==> src/shared/cbf_pkg.sv <==
// Shared types and constants for the card bus flow-control block.
// Assumes one 100 MHz clock and a synchronous active-high reset.
package cbf_pkg;

  // Bus modes, decoded from the mode-select pin and configuration
  typedef enum logic [2:0] {
    MODE_MEM = 3'b001,
    MODE_IO  = 3'b010,
    MODE_IDE = 3'b100
  } cbf_mode_t;

  // Ultra DMA sub-state
  typedef enum logic [2:0] {
    UDMA_IDLE  = 3'b001,
    UDMA_WRITE = 3'b010,
    UDMA_READ  = 3'b100
  } cbf_udma_t;

  localparam int DATA_W = 16;

  // Clock period and reset initialization time
  localparam int CLK_PERIOD_NS  = 10;
  localparam int INIT_TIME_NS   = 1000;
  localparam int INIT_CYCLES    = (INIT_TIME_NS + CLK_PERIOD_NS - 1) / CLK_PERIOD_NS;
  // Strobe half period in clocks
  localparam int STROBE_HALF_CYC = 2;

  // Reset values of the pin outputs (active-low lines idle high)
  localparam logic WAIT_RST   = 1'b1;
  localparam logic WP_RST     = 1'b1;
  localparam logic IOIS16_RST = 1'b1;
  localparam logic DMARDY_RST = 1'b1;
  localparam logic STROBE_RST = 1'b0;

  // One data word with its valid tag
  typedef struct packed {
    logic              valid;
    logic [DATA_W-1:0] data;
  } cbf_word_t;

endpackage

==> src/rtl/cbf_skid_buf.sv <==
// Two-entry buffer with valid/ready on both sides.
// Assumes source and sink on the same clock as the buffer.
module cbf_skid_buf #(
  parameter int WIDTH = 16,
  parameter int DEPTH = 2
) (
  // Clock and reset
  input  wire logic             clk,
  input  wire logic             srst,
  // Fill side
  input  wire logic             inValid,
  input  wire logic [WIDTH-1:0] inData,
  output logic                  inReady,
  // Drain side
  output logic                  outValid,
  output logic [WIDTH-1:0]      outData,
  input  wire logic             outReady
);

  localparam int PW = $clog2(DEPTH);

  logic [WIDTH-1:0] mem [DEPTH];
  logic [PW-1:0]    wrPtr_r, wrPtr_nxt;
  logic [PW-1:0]    rdPtr_r, rdPtr_nxt;
  logic [PW:0]      count_r, count_nxt;
  logic [PW:0]      kept;
  logic             outValid_nxt;
  logic [WIDTH-1:0] outData_nxt;
  logic             doWr;
  logic             doRd;

  // Handshakes, pointer updates and the registered head word
  always_comb begin
    inReady      = (count_r != (PW+1)'(DEPTH));
    doWr         = inValid && inReady;
    doRd         = outValid && outReady;
    kept         = count_r - (PW+1)'(doRd);
    wrPtr_nxt    = doWr ? ((wrPtr_r == PW'(DEPTH-1)) ? '0 : wrPtr_r + 1'b1) : wrPtr_r;
    rdPtr_nxt    = doRd ? ((rdPtr_r == PW'(DEPTH-1)) ? '0 : rdPtr_r + 1'b1) : rdPtr_r;
    count_nxt    = kept + (PW+1)'(doWr);
    outValid_nxt = (count_nxt != '0);
    // Empty after the pop: the head is the word arriving now
    outData_nxt  = (kept == '0) ? inData : mem[rdPtr_nxt];
  end

  // Register pointers, head word and storage
  always_ff @(posedge clk) begin
    if (srst) begin
      wrPtr_r  <= '0;
      rdPtr_r  <= '0;
      count_r  <= '0;
      outValid <= 1'b0;
      outData  <= '0;
    end else begin
      wrPtr_r  <= wrPtr_nxt;
      rdPtr_r  <= rdPtr_nxt;
      count_r  <= count_nxt;
      outValid <= outValid_nxt;
      outData  <= outData_nxt;
    end
    if (doWr) begin
      mem[wrPtr_r] <= inData;
    end
  end

endmodule

==> src/rtl/cbf_flow_ctrl.sv <==
// Card-side flow control and qualifier pins of the parallel host bus.
// Assumes pin inputs are asynchronous; core signals share clk.
module cbf_flow_ctrl #(
  parameter int DATA_W      = cbf_pkg::DATA_W,
  parameter int INIT_CYCLES = cbf_pkg::INIT_CYCLES
) (
  // Clock and reset
  input  wire logic              clk,
  input  wire logic              srst,
  // Host pins (asynchronous)
  input  wire logic              modeSelN,
  input  wire logic              ioConfigured,
  input  wire logic              cycleActiveN,
  input  wire logic              writeStrobeN,
  input  wire logic              hostStrobe,
  input  wire logic              regSelN,
  input  wire logic [DATA_W-1:0] hostData,
  // Core status (same clock)
  input  wire logic              coreReady,
  input  wire logic              port16,
  input  wire logic              wordXfer,
  input  wire logic              udmaWrite,
  input  wire logic              udmaRead,
  // Ultra DMA write data to core
  output logic                   dinValid,
  output logic [DATA_W-1:0]      dinData,
  input  wire logic              dinReady,
  // Ultra DMA read data from core
  input  wire logic              doutValid,
  input  wire logic [DATA_W-1:0] doutData,
  output logic                   doutReady,
  // Register writes to core
  output logic                   taskWr,
  output logic                   cfgWr,
  output logic [DATA_W-1:0]      wrData,
  // Pin outputs
  output logic                   waitN,
  output logic                   dmaRdyN,
  output logic                   dStrobe,
  output logic [DATA_W-1:0]      hostDout,
  output logic                   writeProtect,
  output logic                   is16N
);

  // Two-flop synchronisers for all pin inputs
  localparam int SW = 6 + DATA_W;
  logic [SW-1:0] sync1_r, sync2_r;
  always_ff @(posedge clk) begin
    sync1_r <= {modeSelN, ioConfigured, cycleActiveN, writeStrobeN, hostStrobe,
                regSelN, hostData};
    sync2_r <= sync1_r;
  end
  logic              sModeN, sIoCfg, sCycN, sWeN, sHStrb, sRegN;
  logic [DATA_W-1:0] sData;
  assign {sModeN, sIoCfg, sCycN, sWeN, sHStrb, sRegN, sData} = sync2_r;

  // Mode decode state
  cbf_pkg::cbf_mode_t mode_r, mode_nxt;
  cbf_pkg::cbf_udma_t udma_r, udma_nxt;
  logic [15:0]        initCnt_r, initCnt_nxt;
  logic               initDone_r, initDone_nxt;
  logic               weDly_r;

  always_comb begin
    if (!sModeN) begin
      mode_nxt = cbf_pkg::MODE_IDE;
    end else if (sIoCfg) begin
      mode_nxt = cbf_pkg::MODE_IO;
    end else begin
      mode_nxt = cbf_pkg::MODE_MEM;
    end
    case (1'b1)
      (mode_nxt == cbf_pkg::MODE_IDE) && udmaWrite: udma_nxt = cbf_pkg::UDMA_WRITE;
      (mode_nxt == cbf_pkg::MODE_IDE) && udmaRead:  udma_nxt = cbf_pkg::UDMA_READ;
      default:                                      udma_nxt = cbf_pkg::UDMA_IDLE;
    endcase
    initDone_nxt = initDone_r || (initCnt_r == 16'(INIT_CYCLES - 1));
    initCnt_nxt  = initDone_r ? initCnt_r : initCnt_r + 16'h0001;
  end

  always_ff @(posedge clk) begin
    if (srst) begin
      mode_r     <= cbf_pkg::MODE_MEM;
      udma_r     <= cbf_pkg::UDMA_IDLE;
      initCnt_r  <= 16'h0000;
      initDone_r <= 1'b0;
      weDly_r    <= 1'b1;
    end else begin
      mode_r     <= mode_nxt;
      udma_r     <= udma_nxt;
      initCnt_r  <= initCnt_nxt;
      initDone_r <= initDone_nxt;
      weDly_r    <= sWeN;
    end
  end

  // Write-strobe capture per mode
  logic weRise;
  logic taskWr_nxt, cfgWr_nxt;
  assign weRise = sWeN && !weDly_r;
  always_comb begin
    taskWr_nxt = 1'b0;
    cfgWr_nxt  = 1'b0;
    case (mode_r)
      cbf_pkg::MODE_MEM: begin
        taskWr_nxt = weRise && sRegN;
        cfgWr_nxt  = weRise && !sRegN;
      end
      cbf_pkg::MODE_IO: begin
        cfgWr_nxt = weRise && !sRegN;
      end
      cbf_pkg::MODE_IDE: begin
        taskWr_nxt = 1'b0;
      end
      default: begin
        taskWr_nxt = 1'b0;
      end
    endcase
  end

  // Ultra DMA write path through buffer
  logic inReady;
  logic inValid;
  logic hStrbPrev_r;
  // host strobe pushes, write strobe unused
  assign inValid = (udma_r == cbf_pkg::UDMA_WRITE) && (sHStrb != hStrbPrev_r);
  cbf_skid_buf #(.WIDTH(DATA_W), .DEPTH(2)) uBuf (
    .clk      (clk),
    .srst     (srst),
    .inValid  (inValid),
    .inData   (sData),
    .inReady  (inReady),
    .outValid (dinValid),
    .outData  (dinData),
    .outReady (dinReady)
  );

  // Ultra DMA read strobe generator
  logic [3:0]        halfCnt_r, halfCnt_nxt;
  logic              strobe_nxt;
  logic              takeWord;
  logic [DATA_W-1:0] hostDout_nxt;
  always_comb begin
    takeWord     = 1'b0;
    halfCnt_nxt  = halfCnt_r;
    strobe_nxt   = dStrobe;
    hostDout_nxt = hostDout;
    if (udma_r == cbf_pkg::UDMA_READ) begin
      if (halfCnt_r != 4'h0) begin
        halfCnt_nxt = halfCnt_r - 4'h1;
      end else if (doutValid) begin
        takeWord     = 1'b1;
        hostDout_nxt = doutData;
        strobe_nxt   = !dStrobe;
        halfCnt_nxt  = 4'(cbf_pkg::STROBE_HALF_CYC - 1);
      end
    end else begin
      halfCnt_nxt = 4'h0;
      strobe_nxt  = cbf_pkg::STROBE_RST;
    end
  end

  // Pin output next values
  logic waitN_nxt, dmaRdyN_nxt, wp_nxt, is16N_nxt;
  always_comb begin
    waitN_nxt   = 1'b1;
    dmaRdyN_nxt = cbf_pkg::DMARDY_RST;
    wp_nxt      = writeProtect;
    is16N_nxt   = 1'b1;
    case (mode_r)
      cbf_pkg::MODE_MEM, cbf_pkg::MODE_IO: begin
        waitN_nxt = !(!sCycN && !coreReady);
        if (mode_r == cbf_pkg::MODE_MEM && initDone_r) begin
          wp_nxt = 1'b0;
        end
        if (mode_r == cbf_pkg::MODE_IO) begin
          is16N_nxt = !port16;
        end
      end
      cbf_pkg::MODE_IDE: begin
        is16N_nxt = !wordXfer;
        if (udma_r == cbf_pkg::UDMA_IDLE) begin
          waitN_nxt = !(!sCycN && !coreReady);
        end else if (udma_r == cbf_pkg::UDMA_WRITE) begin
          dmaRdyN_nxt = !inReady;
        end
      end
      default: begin
        waitN_nxt = 1'b1;
      end
    endcase
  end

  // Register all outputs except dinValid and dinData, which the buffer registers
  always_ff @(posedge clk) begin
    if (srst) begin
      waitN        <= cbf_pkg::WAIT_RST;
      dmaRdyN      <= cbf_pkg::DMARDY_RST;
      dStrobe      <= cbf_pkg::STROBE_RST;
      hostDout     <= '0;
      writeProtect <= cbf_pkg::WP_RST;
      is16N        <= cbf_pkg::IOIS16_RST;
      halfCnt_r    <= 4'h0;
      doutReady    <= 1'b0;
      taskWr       <= 1'b0;
      cfgWr        <= 1'b0;
      wrData       <= '0;
      hStrbPrev_r  <= 1'b1;
    end else begin
      waitN        <= waitN_nxt;
      dmaRdyN      <= dmaRdyN_nxt;
      dStrobe      <= strobe_nxt;
      hostDout     <= hostDout_nxt;
      writeProtect <= wp_nxt;
      is16N        <= is16N_nxt;
      halfCnt_r    <= halfCnt_nxt;
      doutReady    <= takeWord;
      taskWr       <= taskWr_nxt;
      cfgWr        <= cfgWr_nxt;
      wrData       <= sData;
      hStrbPrev_r  <= sHStrb;
    end
  end

endmodule

==> config.mk <==
export PLATFORM = sky130hd
export DESIGN_NAME = cbf_flow_ctrl
export DESIGN_NICKNAME = d
export VERILOG_FILES = /design/src/shared/cbf_pkg.sv /design/src/rtl/cbf_skid_buf.sv /design/src/rtl/cbf_flow_ctrl.sv
export SDC_FILE = /design/constraint.sdc
export NUM_CORES = 1
export LEC_CHECK = 0
export BUFFER_PORTS_ARGS = -buffer_cell sky130_fd_sc_hd__buf_2
export CELL_PAD_IN_SITES_DETAIL_PLACEMENT = 2
export CELL_PAD_IN_SITES_GLOBAL_PLACEMENT = 2
export CORE_ASPECT_RATIO = 2
export CORE_MARGIN = 2
export CORE_UTILIZATION = 25
export CTS_BUF_LIST = sky130_fd_sc_hd__clkbuf_8
export CTS_CLUSTER_SIZE = 8
export DETAILED_ROUTE_END_ITERATION = 8
export PLACE_DENSITY = 0.64
export SLEW_MARGIN = 20
export SYNTH_ARGS = -nofsm -noshare
export SYNTH_HDL_FRONTEND = slang
export SYNTH_SLANG_ARGS = --single-unit
==> constraint.sdc <==
create_clock -name clk -period 2.3 [get_ports clk]
set_input_delay 0.345 -clock clk [delete_from_list [all_inputs] [get_ports clk]]
set_output_delay 0.345 -clock clk [all_outputs]
set_load 0.03 [all_outputs]
Word-level counts from Yosys, hierarchy flattened --
Memories as Yosys holds them, arrays and structs flattened. Index checks and enable logic that the tools add are counted.
Word-level totals: memory bits (writable) 32, word-level logic and storage cells 99, memories 1, flip-flop bits (word level) 134
Memory list:
- uBuf.mem | depth 2, bits a word 16, read ports 1, clocked after memory_dff 0, wr ports 1, line cbf_skid_buf.sv:22 | logic [WIDTH-1:0] mem [DEPTH];
Operators by class: bitwise operators 6, add/sub/neg operators 6, reductions and logical operators 34, mux-type cells 17, eq/ne operators 10
Operator list (number):
- adder 16 x 1 -> 16 bit, second input constant | 1
- == test 16 x 7 -> 1 bit, second input constant | 1
- 2-to-1 mux 16 bit | 1
- logical AND 1 bit | 10
- OR reduction 2 bit | 5
- == test 3 bit, second input constant | 3
- zero test 1 bit | 9
- 2-to-1 mux 1 bit | 8
- 2-to-1 mux 4 bit | 2
- == test 3 x 1 -> 1 bit, second input constant | 2
- == test 3 x 2 -> 1 bit, second input constant | 2
- 2-to-1 mux 3 bit | 2
- NOT 1 bit | 6
- 2-to-1 mux 2 bit | 2
- one-hot mux 1 bit (2 select lines) | 2
- AND reduction 2 bit | 2
- nonzero test 2 bit | 2
- nonzero test 4 bit | 1
- OR reduction 4 bit | 1
- subtractor 4 x 1 -> 4 bit, second input constant | 1
- AND reduction 3 bit | 1
- OR reduction 3 bit | 1
- adder 1 bit, second input constant | 2
- adder 2 x 1 -> 2 bit | 1
- 5 further kinds | 5

Logic depth before layout (Yosys ltp) --
word-level depth 6, gate-level depth with buffers 8, mapped depth without buffers 7

By module --
A second synthesis with hierarchy kept.
Second synthesis, totals: cells, all modules 474, area, all modules 5595.4 um^2
By module, submodules not included:
- cbf_flow_ctrl | cells each 317, area an instance 3502.1 um^2, times used 1
- cbf_skid_buf | cells each 157, area an instance 2093.3 um^2, times used 1

Worst setup path before layout --
No wires, ideal clock.
kind reg-to-reg, start reg uBuf.outValid, end reg uBuf.outValid, cell stages (with the launch flop) 9, arrival time 1.703 ns, data required time 2.177 ns, path buffers 1, period minus slack after synthesis 1.827 ns, slack 0.473 ns, path through dfxtp_1 and2_1 buf_2 ha_1 inv_1 ha_1 xor2_1 nor2_1 or2_2
On the way: longest elaborated chain between the ends 4
Ends and longest elaborated chain:
- start, declared | line cbf_skid_buf.sv:15 | output logic outValid,
- start signal, assigned | line cbf_skid_buf.sv:58 | outValid <= outValid_nxt;
- logical AND 1 bit | line cbf_skid_buf.sv:36 | doRd = outValid && outReady;
- subtractor 2 x 1 -> 2 bit | line cbf_skid_buf.sv:37 | kept = count_r - (PW+1)'(doRd);
- adder 2 x 1 -> 2 bit | line cbf_skid_buf.sv:40 | count_nxt = kept + (PW+1)'(doWr);
- nonzero test 2 bit | line cbf_skid_buf.sv:41 | outValid_nxt = (count_nxt != '0);
Every way passes these cells. A chain may end at the register's enable or synchronous reset.

Worst setup path after layout --
start reg uBuf.outValid, end reg uBuf.outData[7]
On the way: longest elaborated chain between the ends 4, elaborated cells between the ends (all ways) 6
Ends and longest elaborated chain:
- logical AND 1 bit (*) | line cbf_skid_buf.sv:36
- subtractor 2 x 1 -> 2 bit / 2-to-1 mux 1 bit (equally long branches) | line cbf_skid_buf.sv:37, cbf_skid_buf.sv:39
- zero test 2 bit / memory read (2 x 16 bit) (equally long branches)
- 2-to-1 mux 16 bit (*) | line cbf_skid_buf.sv:43 | outData_nxt = (kept == '0) ? inData : mem[rdPtr_nxt];
- end signal, assigned | line cbf_skid_buf.sv:59 | outData <= outData_nxt;
- end, declared | line cbf_skid_buf.sv:16 | output logic [WIDTH-1:0] outData,
Every way passes the cells marked *; elsewhere a longest branch is shown, timed or not.

==> results.py <==
metrics = {
    "status": {
        "outcome": "complete, no violations",
    },
    "drt": {
        "first_pass_iters": 4,
        "antenna_left": 0,
        "vias_per_cell": 4.33,
        "initialDrtViolationCount": 132,
        "detailroute.via_count": 3762,
        "drt-total-wl_um": 13000,
        "route.detailed.drc": 0,
        "wl_per_cell_um": 15.0,
    },
    "cts": {
        "numCtsBuffers": 17,
        "path_clk_slew_ns": 0.10,
        "insertion_delay_ns": 0.49,
        "cts_resized": 0,
        "clock-sinks": 166,
        "htree_num_levels": 4,
        "max-clock-path-buffers": 2,
        "cts-root-buf": "clkbuf_8",
        "cts_tree": "built",
    },
    "worst_setup_path": {
        "arrival_ns": 2.25,
        "critical_path.max_fanout": 17,
        "crit_path_end_kind": "register",
        "r2r_cells": 4,
        "crit_required_ns": 2.68,
        "r2r_start": "uBuf.outValid$_SDFF_PP0_",
        "crit_type": "register to register",
        "r2r_slack_ns": 0.42,
        "worstReg2RegEnd": "uBuf.outData[7]$_SDFF_PP0_",
        "crit_path_start_kind": "register",
    },
    "timing": {
        "hold_viol_final": 0,
        "worst_slack_ns": 0.421,
        "relSlewSlack_pct": 38.9,
        "timing.final.crit_share_pct": 81.7,
        "min_period_ns": 1.88,
        "rsz0062_at_grt": "false",
        "worstMarginPinSlew_ns": 0.912,
        "setup-tns-final_ns": 0,
        "setup_viol": 0,
        "slew_violations": 0,
        "fmax_mhz": 532,
        "skew_ns": 0.0107,
    },
    "pwr": {
        "power_density_mw_per_mm2": 957,
        "peakVddDrop_v": 0.000399,
        "leakagePower_nw": 2.67,
    },
    "synth": {
        "yosysSeqAreaShare_pct": 69.9,
        "syn_area_mm2": 0.00521,
        "ys_async_sr_fraction_pct": 0,
        "syn_nets": 506,
        "ys_types": 40,
        "synth.avg_cell_area_um2": 11.4,
        "syn_inst": 456,
        "synthFlopType": "dfxtp_1",
        "ys_ff_latch": 166,
        "synth_edf_count": 32,
        "synth_warnings": 0,
    },
    "hold_path": {
        "min-delay-start": "udmaRead",
        "hold_end": "udma_r[0]$_SDFF_PP1_",
        "hold_class": "input pin to register",
        "worstHoldPathCells": 2,
    },
    "place": {
        "dp_cells": 814,
        "io_buffers": 103,
        "dp_hpwl_um": 9230,
        "pre_cts_slack_ns": 0.224,
        "finalWeightedCongestion": 0.692,
    },
    "die": {
        "chipWidth_um": 106,
        "die-area_mm2": 0.0221,
        "coreArea_mm2": 0.0205,
        "fp.dieH_um": 208,
        "ios": 104,
        "rows": 74,
        "initial_core_util_pct": 25.5,
    },
    "cells_and_area": {
        "n_fill_cell": 2174,
        "syn_to_final_growth_pct": 28.1,
        "post-route-util_pct": 32.6,
        "n_antenna_cell": 0,
        "drive_gt1_share_pct": 25.0,
        "final_cell_mix": "134 x dfxtp_1, 103 x buf_2, 77 x nand2_1, 46 x nor2_1, 32 x edfxtp_1",
        "multi_input_area_mm2": 0.00146,
        "register_area_mm2": 0.00364,
        "fin_nets": 640,
        "fin_cells": 869,
        "final_common_cell": "dfxtp_1",
    },
    "grt": {
        "top_usage_layer": "met2",
        "met2_usage_pct": 24.3,
        "met1_usage_pct": 11.9,
        "grtUsageMet3_pct": 3.70,
        "grt_max_degree": 34,
        "grt_use_total_pct": 12.6,
        "grt-ovfl-total": 0,
        "grt_pass1_wl_um": 21400,
        "grt_pass1_vias": 4247,
        "grt_antenna_before_repair": 0,
    },
    "run": {
        "cap_violations": 0,
    },
}
## cell type report
type / count / share of cell area [%]
sequential: 166 / 54.6
multi-input combinational: 265 / 21.9
timing repair buffer: 134 / 12.1
tap: 266 / 4.99
clock buffer: 17 / 3.51
clock inverter: 15 / 2.64
inverter: 6 / 0.337
## logic make-up (layout without fill, tap and decap cells)
kind of cell             after synthesis  count (layout)  synth area share (%)
XOR/XNOR                              21              21                  3.82
AO/OA/AOI/OAI                         48              48                  6.00
buffers and inverters                 25             172                  2.11
multiplexers                           1               1                 0.192
flip-flops                           166             166                  69.9
adder cells (fa/ha/maj)                3               3                 0.720
AND/OR/NAND/NOR                      192             192                  17.2
## power breakdown
part | switching [mW] | internal (mW) | total [mW]
clock network | 1.26 | 0.837 | 2.10
logic | 0.717 | 0.325 | 1.04
registers | 0.101 | 3.15 | 3.25
total | 2.08 | 4.31 | 6.39
## critical path, stage by stage (launching register included)
cell and delay [ns]:
dfxtp_1 0.32, and2_1 0.23, xnor2_2 0.73, nand2_1 0.13, a311oi_1 0.36
## flip-flops by register name (all words and copies together), names as in the netlist, 2 cells and up
register / flops
uBuf.mem: 32
sync1_r: 22
sync2_r: 22
hostDout: 16
initCnt_r: 16
uBuf.outData: 16
wrData: 16
halfCnt_r: 4
mode_r: 3
udma_r: 3
uBuf.count_r: 2
## Yosys cell counts (all sizes together), types with 10 or more instances
cell	instances	area (µm²)
edfxtp	32	961
nand2	77	289
nand3	10	50.1
dfxtp	134	2680
clkbuf	10	38.8
nor2	47	176
a21oi	21	105
xor2	12	113
a311oi	16	140
nor2b	19	119
## per-stage QoR
step | area [µm²] | hold slack (ns) | total power, mW
finish | 6680 | 0.0748 | 6.39
global route | 6680 | 0.0537 | 6.77
CTS | 6680 | 0.0226 | 6.55
detailed placement | 6030 | 0.313 | 4.36
global placement | 6030 | 0.312 | 4.30
floorplan | 5210 | 0.310 | 3.97
## worst max-delay path by stage
stage | cells past startpoint | end | from | slack (ns)
global placement | 5 | uBuf.outData[11]$_SDFF_PP0_ | dinReady | 0.40
detailed placement | 5 | uBuf.outData[1]$_SDFF_PP0_ | dinReady | 0.22
CTS | 4 | uBuf.outData[1]$_SDFF_PP0_ | uBuf.outValid$_SDFF_PP0_ | 0.32
global route | 4 | uBuf.outData[1]$_SDFF_PP0_ | uBuf.outValid$_SDFF_PP0_ | 0.22
floorplan | 8 | uBuf.outValid$_SDFF_PP0_ | uBuf.outValid$_SDFF_PP0_ | 0.47
finish | 4 | uBuf.outData[7]$_SDFF_PP0_ | uBuf.outValid$_SDFF_PP0_ | 0.42
## metal layers
layer	routed length, µm	up-vias
li1	-	1811
met3	529	15
met5	0	-
met1	4630	1845
met4	255	0
met2	7620	91
## what timing repair did
item                                    CTS  global route
endpoints found under the setup margin    0             0
buffers inserted                          0             0
hold buffers                             23             0
endpoints found under the hold margin    23             0
Power figures use the tool's default switching activity.
